--- config.mk ---
export PLATFORM = sky130hd
export DESIGN_NAME = pfm_top
export DESIGN_NICKNAME = d
export VERILOG_FILES = /design/src/pfm_pkg.sv /design/src/pfm_sync.sv /design/src/pfm_top.sv
export SDC_FILE = /design/constraint.sdc
export NUM_CORES = 1
export LEC_CHECK = 0
export ABC_CLOCK_PERIOD_IN_PS = 1530
export BUFFER_PORTS_ARGS = -buffer_cell sky130_fd_sc_hd__buf_2
export CORE_ASPECT_RATIO = 1.25
export CORE_UTILIZATION = 25
export DETAILED_ROUTE_END_ITERATION = 16
export GPL_TIMING_DRIVEN = 0
export PLACE_DENSITY = 0.5
export SYNTH_ARGS = -nofsm -noshare
export SYNTH_HDL_FRONTEND = slang
export SYNTH_SLANG_ARGS = --single-unit
export TNS_END_PERCENT = 20
--- constraint.sdc ---
create_clock -name clk_i -period 1.53 [get_ports clk_i]
set_clock_uncertainty 0.1 [all_clocks]
set_input_delay 0.0765 -clock clk_i [delete_from_list [all_inputs] [get_ports clk_i]]
set_output_delay 0.0765 -clock clk_i [all_outputs]
set_load 0.01 [all_outputs]
--- src/pfm_pkg.sv ---
// Constants, types and state for the port pin function multiplexer
// Operation
// - Select 0: direction bit picks input or output
// - Both resets return every pin to I/O
// - Port 1 bit 4 drives subsystem clock
// - JTAG mode hands port 1 bits 4-7 over
// - Port 1 bits 5-7 drive timer outputs 0-2
// - Port 2 bit 0 drives auxiliary clock
// - Port 2 bit 1: inverted clock in or subsystem clock
// - Port 2 bit 2: capture 0 alt or output 0
// - Port 2 bit 3: capture 1 alt or output 1
// - Port 2 bit 4 drives timer output 2
// - Analog enable gives pin to converter channel
// - Analog enable disables driver and input buffer
package pfm_pkg;

    // =====================================================================
    // Register offsets and fields
    // =====================================================================
    localparam logic [3:0] PFM_ADDR_P1_DIR = 4'h0;
    localparam logic [3:0] PFM_ADDR_P1_SEL = 4'h1;
    localparam logic [3:0] PFM_ADDR_P2_DIR = 4'h2;
    localparam logic [3:0] PFM_ADDR_P2_SEL = 4'h3;
    localparam logic [3:0] PFM_ADDR_AE     = 4'h4;
    localparam logic [3:0] PFM_ADDR_P1_IN  = 4'h5;
    localparam logic [3:0] PFM_ADDR_P2_IN  = 4'h6;
    localparam logic [3:0] PFM_ADDR_P1_OUT = 4'h7;
    localparam logic [3:0] PFM_ADDR_P2_OUT = 4'h8;
    localparam logic [3:0] PFM_ADDR_STAT   = 4'h9;

    localparam int         PFM_P1_N     = 4;
    localparam int         PFM_P2_N     = 5;
    localparam logic [3:0] PFM_P1_RST   = 4'h0;
    localparam logic [4:0] PFM_P2_RST   = 5'h00;
    localparam logic [7:0] PFM_RD_ZERO  = 8'h00;
    localparam logic       PFM_IN_IDLE  = 1'b0;

    // =====================================================================
    // Carriers
    // =====================================================================
    typedef struct packed {
        logic [3:0] addr;
        logic [7:0] wdata;
        logic       wr;
        logic       rd;
    } pfm_bus_req_t;

    typedef struct packed {
        logic       subsystem_clock_out;
        logic       aclk;
        logic [2:0] ta_out;
    } pfm_periph_t;

    typedef struct packed {
        logic       timer_a_inverted_clock_in;
        logic       timer_a_capture_in_0_alt;
        logic       timer_a_capture_in_1_alt;
    } pfm_timer_in_t;

    typedef struct packed {
        logic       tdo;
        logic       tdo_oe;
    } pfm_jtag_drv_t;

    typedef struct packed {
        logic       tck;
        logic       tms;
        logic       tdi;
    } pfm_jtag_in_t;

    typedef struct packed {
        logic [3:0] p1_dir;
        logic [3:0] p1_sel;
        logic [3:0] p1_out;
        logic [4:0] p2_dir;
        logic [4:0] p2_sel;
        logic [4:0] p2_out;
        logic [4:0] ae;
        logic [7:0] rdata;
    } pfm_cfg_t;

endpackage

--- src/pfm_sync.sv ---
// Two flip-flop synchroniser for a bus of pad inputs
`timescale 1ns/1ns
module pfm_sync #(
    parameter int W = 1
) (
    input  wire logic         clk_i,
    input  wire logic         sys_rst_i,
    input  wire logic [W-1:0] d_i,
    output logic      [W-1:0] q_o
);
    typedef struct packed {
        logic [W-1:0] s1;
        logic [W-1:0] s2;
    } pfm_sync_st_t;

    pfm_sync_st_t st_q;
    pfm_sync_st_t st_d;

    always_comb
    begin
        st_d    = st_q;
        st_d.s1 = d_i;
        st_d.s2 = st_q.s1;
    end

    always_ff @(posedge clk_i)
    begin
        if (sys_rst_i)
        begin
            st_q <= '0;
        end
        else
        begin
            st_q <= st_d;
        end
    end

    assign q_o = st_q.s2;
endmodule // pfm_sync

--- src/pfm_top.sv ---
// Pin function multiplexer for port 1 bits 4-7 and port 2 bits 0-4
//
// The register offsets and the plain strobed port were decided locally.
`timescale 1ns/1ns
module pfm_top (
    input  wire logic                   clk_i,
    input  wire logic                   sys_rst_i,
    input  wire logic                   power_on_rst_i,
    input  wire pfm_pkg::pfm_bus_req_t  bus_i,
    output logic [7:0]                  rdata_o,
    input  wire logic                   jtag_mode_i,
    input  wire pfm_pkg::pfm_periph_t   periph_i,
    input  wire pfm_pkg::pfm_jtag_drv_t jtag_drv_i,
    output pfm_pkg::pfm_jtag_in_t       jtag_in_o,
    output pfm_pkg::pfm_timer_in_t      timer_in_o,
    input  wire logic [3:0]             p1_pad_i,
    output logic [3:0]                  p1_pad_o,
    output logic [3:0]                  p1_pad_oe_o,
    input  wire logic [4:0]             p2_pad_i,
    output logic [4:0]                  p2_pad_o,
    output logic [4:0]                  p2_pad_oe_o,
    output logic [4:0]                  analog_channel_en_o
);
    import pfm_pkg::*;

    // =====================================================================
    // State
    // =====================================================================
    typedef struct packed {
        pfm_cfg_t       cfg;
        logic [3:0]     p1_in;
        logic [4:0]     p2_in;
        logic [3:0]     p1_o;
        logic [3:0]     p1_oe;
        logic [4:0]     p2_o;
        logic [4:0]     p2_oe;
        logic [4:0]     an;
        pfm_jtag_in_t   jin;
        pfm_timer_in_t  tin;
    } pfm_st_t;

    pfm_st_t    st_q;
    pfm_st_t    st_d;
    logic [3:0] p1_s;
    logic [4:0] p2_s;
    logic       jtag_s;
    logic       por_s;
    logic [4:0] p2_live;
    logic [3:0] p1_alt;
    logic [4:0] p2_alt;

    // =====================================================================
    // Pad and mode synchronisers
    // =====================================================================
    pfm_sync #(.W(11)) u_sync (
        .clk_i     (clk_i),
        .sys_rst_i (sys_rst_i),
        .d_i       ({power_on_rst_i, jtag_mode_i, p2_pad_i, p1_pad_i}),
        .q_o       ({por_s, jtag_s, p2_s, p1_s})
    );

    // =====================================================================
    // Next state
    // =====================================================================
    always_comb
    begin
        st_d = st_q;

        // Register writes
        if (bus_i.wr)
        begin
            unique case (bus_i.addr)
                PFM_ADDR_P1_DIR: st_d.cfg.p1_dir = bus_i.wdata[PFM_P1_N-1:0];
                PFM_ADDR_P1_SEL: st_d.cfg.p1_sel = bus_i.wdata[PFM_P1_N-1:0];
                PFM_ADDR_P2_DIR: st_d.cfg.p2_dir = bus_i.wdata[PFM_P2_N-1:0];
                PFM_ADDR_P2_SEL: st_d.cfg.p2_sel = bus_i.wdata[PFM_P2_N-1:0];
                PFM_ADDR_AE:     st_d.cfg.ae     = bus_i.wdata[PFM_P2_N-1:0];
                PFM_ADDR_P1_OUT: st_d.cfg.p1_out = bus_i.wdata[PFM_P1_N-1:0];
                PFM_ADDR_P2_OUT: st_d.cfg.p2_out = bus_i.wdata[PFM_P2_N-1:0];
                default:         st_d.cfg.p1_out = st_q.cfg.p1_out;
            endcase
        end

        // Register reads, data in the following cycle
        st_d.cfg.rdata = PFM_RD_ZERO;
        if (bus_i.rd)
        begin
            unique case (bus_i.addr)
                PFM_ADDR_P1_DIR: st_d.cfg.rdata = {4'h0, st_q.cfg.p1_dir};
                PFM_ADDR_P1_SEL: st_d.cfg.rdata = {4'h0, st_q.cfg.p1_sel};
                PFM_ADDR_P2_DIR: st_d.cfg.rdata = {3'h0, st_q.cfg.p2_dir};
                PFM_ADDR_P2_SEL: st_d.cfg.rdata = {3'h0, st_q.cfg.p2_sel};
                PFM_ADDR_AE:     st_d.cfg.rdata = {3'h0, st_q.cfg.ae};
                PFM_ADDR_P1_IN:  st_d.cfg.rdata = {4'h0, st_q.p1_in};
                PFM_ADDR_P2_IN:  st_d.cfg.rdata = {3'h0, st_q.p2_in};
                PFM_ADDR_P1_OUT: st_d.cfg.rdata = {4'h0, st_q.cfg.p1_out};
                PFM_ADDR_P2_OUT: st_d.cfg.rdata = {3'h0, st_q.cfg.p2_out};
                PFM_ADDR_STAT:   st_d.cfg.rdata = {7'h00, jtag_s};
                default:         st_d.cfg.rdata = PFM_RD_ZERO;
            endcase
        end

        // Port 1 bits 4-7: peripheral drive then JTAG takeover
        p1_alt = {periph_i.ta_out[2], periph_i.ta_out[1],
                  periph_i.ta_out[0], periph_i.subsystem_clock_out};
        for (int i = 0; i < PFM_P1_N; i++)
        begin
            st_d.p1_oe[i] = st_q.cfg.p1_dir[i];
            st_d.p1_o[i]  = st_q.cfg.p1_sel[i] ? p1_alt[i]
                                               : st_q.cfg.p1_out[i];
            st_d.p1_in[i] = p1_s[i];
        end
        if (jtag_s)
        begin
            // JTAG owns all four pins; only the data out pin may drive
            st_d.p1_oe = {jtag_drv_i.tdo_oe, 3'h0};
            st_d.p1_o  = {jtag_drv_i.tdo, 3'h0};
            st_d.p1_in = {PFM_P1_N{PFM_IN_IDLE}};
        end
        st_d.jin.tck = jtag_s ? p1_s[0] : PFM_IN_IDLE;
        st_d.jin.tms = jtag_s ? p1_s[1] : PFM_IN_IDLE;
        st_d.jin.tdi = jtag_s ? p1_s[2] : PFM_IN_IDLE;

        // Port 2 bits 0-4
        p2_alt = {periph_i.ta_out[2], periph_i.ta_out[1], periph_i.ta_out[0],
                  periph_i.subsystem_clock_out,
                  periph_i.aclk};
        for (int i = 0; i < PFM_P2_N; i++)
        begin
            p2_live[i] = st_q.cfg.ae[i] ? PFM_IN_IDLE : p2_s[i];
            st_d.p2_oe[i] = st_q.cfg.p2_dir[i] & ~st_q.cfg.ae[i];
            st_d.p2_o[i]  = st_q.cfg.ae[i] ? 1'b0
                          : (st_q.cfg.p2_sel[i] ? p2_alt[i]
                                                : st_q.cfg.p2_out[i]);
            st_d.p2_in[i] = p2_live[i];
            st_d.an[i]    = st_q.cfg.ae[i];
        end

        // Timer inputs only when selected as input function
        st_d.tin.timer_a_inverted_clock_in = (st_q.cfg.p2_sel[1] & ~st_q.cfg.p2_dir[1])
                                             ? p2_live[1] : PFM_IN_IDLE;
        st_d.tin.timer_a_capture_in_0_alt  = (st_q.cfg.p2_sel[2] & ~st_q.cfg.p2_dir[2])
                                             ? p2_live[2] : PFM_IN_IDLE;
        st_d.tin.timer_a_capture_in_1_alt  = (st_q.cfg.p2_sel[3] & ~st_q.cfg.p2_dir[3])
                                             ? p2_live[3] : PFM_IN_IDLE;

        // Either reset returns the pins to general I/O
        if (por_s)
        begin
            st_d.cfg.p1_dir = PFM_P1_RST;
            st_d.cfg.p1_sel = PFM_P1_RST;
            st_d.cfg.p2_dir = PFM_P2_RST;
            st_d.cfg.p2_sel = PFM_P2_RST;
            st_d.cfg.ae     = PFM_P2_RST;
        end
    end

    always_ff @(posedge clk_i)
    begin
        if (sys_rst_i)
        begin
            st_q <= '0;
        end
        else
        begin
            st_q <= st_d;
        end
    end

    // =====================================================================
    // Outputs
    // =====================================================================
    assign rdata_o             = st_q.cfg.rdata;
    assign p1_pad_o            = st_q.p1_o;
    assign p1_pad_oe_o         = st_q.p1_oe;
    assign p2_pad_o            = st_q.p2_o;
    assign p2_pad_oe_o         = st_q.p2_oe;
    assign analog_channel_en_o = st_q.an;
    assign jtag_in_o           = st_q.jin;
    assign timer_in_o          = st_q.tin;
endmodule // pfm_top
==> results.json <==
{
  "outcome": "completed",
  "critPathCaptureType": "flip-flop",
  "top_cells_by_area_synth": "dfxtp_1 (48%), buf_4 (7.5%), nor2b_1 (4.7%)",
  "synth-compound-area-share_pct": 11.5,
  "std_cell_rows": 51,
  "max-cap-violations": 0,
  "dieArea_sq_um": 16600,
  "synth_top_cell_by_area": "dfxtp_1",
  "grt_start_max_net_pins": 17,
  "worstPathArrival_ns": 1.65,
  "root_buffer": "clkbuf_16",
  "standby_leakage_power_nw": 2.08,
  "coreArea_sq_um": 15600,
  "antenna_left": 0,
  "peakVddDrop_v": 0.000456,
  "final.setup.tns_ns": 0,
  "post-route-period-util_pct": 96.2,
  "wl_um": 11700,
  "ios": 71,
  "met3_usage_pct": 3.33,
  "nNetsFinal": 545,
  "first_global_vias": 3264,
  "first_pass_iters": 4,
  "cts_max_path_buffers": 2,
  "multiInputGateArea_sq_um": 1620,
  "via_per_inst": 4.45,
  "clk_pin_slew_ns": 0.07,
  "met1_usage_in_global_routing_pct": 17.3,
  "grt_first_pass_wirelength_um": 18000,
  "ys_types": 46,
  "pwr_cell_area_nw_per_um2": 996,
  "drt_iter0_markers": 116,
  "worstSetupPathType": "reg -> reg",
  "clkSinkCount": 97,
  "seq_area_frac_synth_pct": 48.3,
  "critical_path.startpoint_type": "flip-flop",
  "post_synthesis_cells": 411,
  "fillerInstances": 1650,
  "synth_area_per_cell_sq_um": 9.79,
  "drc": 0,
  "globalRoute.totalOverflow": 0,
  "number_of_synthesized_flops_with_an_enable_pin": 0,
  "rsz0062_at_grt": "false",
  "actual_transition_at_the_worst_max_transition_pin_ns": 0.616,
  "chipWidth_um": 115,
  "tritoncts": "yes",
  "yosysWarnings": 0,
  "synth_commonest_cells": "dfxtp_1 (97), buf_4 (40), nand3_1 (33)",
  "yosys.area_share.simple_pct": 22.9,
  "detailed_place_hpwl_um": 8460,
  "post_synthesis_mux_area_share_pct": 5.63,
  "layout_cell_share_with_drive_strength_beyond_1_pct": 28.3,
  "register_area_sq_um": 1940,
  "synthXorXnorAreaFrac_pct": 0,
  "mappedNetlistArea_sq_um": 4020,
  "design_power_total_mw": 5.11,
  "cts_max_level": 3,
  "crit_fanout": 8,
  "die_height_um": 144,
  "grt_antenna_before_repair": 0,
  "grt_util_all_layers_pct": 14.9,
  "final_hold_viol_count": 0,
  "final-max-slew-violation-count": 0,
  "clk_latency_ns": 0.35,
  "cts_made_buffers": 9,
  "floorplan.initialDensity_pct": 25.7,
  "ys_ff_latch": 97,
  "maxSlewHeadroom_pct": 58.9,
  "detailroute.via_count": 3236,
  "wire_per_inst_um": 16.1,
  "grt.met2_usage_pct": 25.4,
  "synth.most_common_cell": "dfxtp_1",
  "synth_fa_ha_area_share_pct": 0,
  "grt_busiest_layer": "met2",
  "synth_ff_type": "dfxtp_1",
  "syn_to_final_growth_pct": 27.5,
  "finalWorstPathRequiredPeriod_ns": 1.47,
  "timing.hold.worst.class": "in -> reg",
  "antenna_cells": 0,
  "crit_required_ns": 1.71,
  "gpl_wtd_cong": 0.880,
  "async_flop_share_pct": 0,
  "combinational_family_with_the_most_area_after_synthesis": "simple AND/OR/NAND/NOR gates",
  "io_buf_count": 62,
  "timing.final.setup_violations": 0,
  "maxClockFrequency_mhz": 679,
  "synthDominantCellAreaShare_pct": 48.3
}
-- per-stage QoR --
stage | setup WS (ns) | hold WS (ns) | cell area, sq um | utilization, % | cells
final | 0.0583 | 0.0722 | 5130 | 32.8 | 727
after detailed placement | -0.0871 | 0.188 | 4610 | 29.5 | 687
after floorplan | 0.246 | 0.105 | 4030 | - | 413
after global placement | -0.111 | 0.190 | 4610 | 29.5 | 687
after global routing | 0.00889 | 0.0787 | 5130 | 32.8 | 727
after CTS | 0.0437 | 0.0775 | 5120 | 32.8 | 726
-- where the power goes --
group,internal (mW),total [mW],switching (mW)
Combinational,0.187,0.418,0.231
Clock,1.10,2.09,0.985
Sequential,2.57,2.60,0.0276
Total,3.86,5.11,1.24
-- per-layer routing --
layer	part of all wire (%)	wire (um)
met1	42	4910
met2	50	5860
met3	4.4	511
met4	3.9	453
met5	0	0
-- cells in the final DEF (no fill, tap or decap), types with 2 or more instances in the layout --
cell           instances
dfxtp_1               97
buf_2                 68
buf_4                 41
nand3_1               33
a21oi_1               32
nor2b_1               30
dlygate4sd3_1         25
o21ai_0               22
mux2i_1               17
and2_1                17
o21ai_1               14
clkbuf_1              11
and3b_1               11
nor3_1                 9
clkbuf_16              9
nor2_1                 8
buf_6                  6
or3_1                  6
nor3b_1                5
mux2_2                 5
nand3b_1               4
nand4b_1               3
nand4bb_1              3
a21o_1                 3
a41oi_1                3
conb_1                 3
nand2_1                2
or2_2                  2
a22oi_1                2
clkinv_4               2
clkinvlp_4             2
-- cell families after synthesis --
group,count (synthesis)
AOI/OAI and AO/OA,82
buffers and inverters,67
DFF,97
muxes,22
other,1
and+or+nand+nor,142
-- area by class of cell --
cell class                 count  share of cell area (%)
multi-input combinational    249                    31.6
clock inverter                 5                   0.805
tap                          212                    5.17
inverter                       1                  0.0732
sequential                    97                    37.9
buffer                        65                    8.95
timing repair buffer          88                    11.1
clock buffer                  10                    4.46
-- timing repair --
action / 4_1_cts / 5_1_grt
pin swaps: 0 / 1
buffers inserted: 0 / 1
endpoints found under the hold margin: 52 / 0
gates resized for setup: 0 / 0
setup endpoints to repair: 1 / 10
hold buffers: 25 / 0
-- worst max-delay path: stages (launching register included) --
cell,delay [ns]
dfxtp_1,0.64
mux2i_1,0.14
o32a_1,0.32
a41oi_2,0.18
-- state kept, by name, indices dropped and copies added (netlist names), 4 cells and up --
register             cells
st_q                    36
u_sync.q_o              11
u_sync.st_d             11
analog_channel_en_o      5
p2_pad_o                 5
p2_pad_oe_o              5
rdata_o                  5
st_d                     5
p1_pad_o                 4
p1_pad_oe_o              4
-- worst paths after layout --
path | from | to | slack [ns] | depth (start not counted)
worst max-delay path | u_sync.q_o[9]$_SDFF_PP0_ | rdata_o[0]$_SDFF_PP0_ | 0.06 | 3
worst min-delay path | bus_i[0] | rdata_o[0]$_SDFF_PP0_ | 0.07 | 3
worst max register to register | u_sync.q_o[9]$_SDFF_PP0_ | rdata_o[0]$_SDFF_PP0_ | 0.06 | 3
worst min register to register | u_sync.st_d[10]$_SDFF_PP0_ | u_sync.q_o[10]$_SDFF_PP0_ | 0.34 | 1
(Power assumes the default switching activity.)
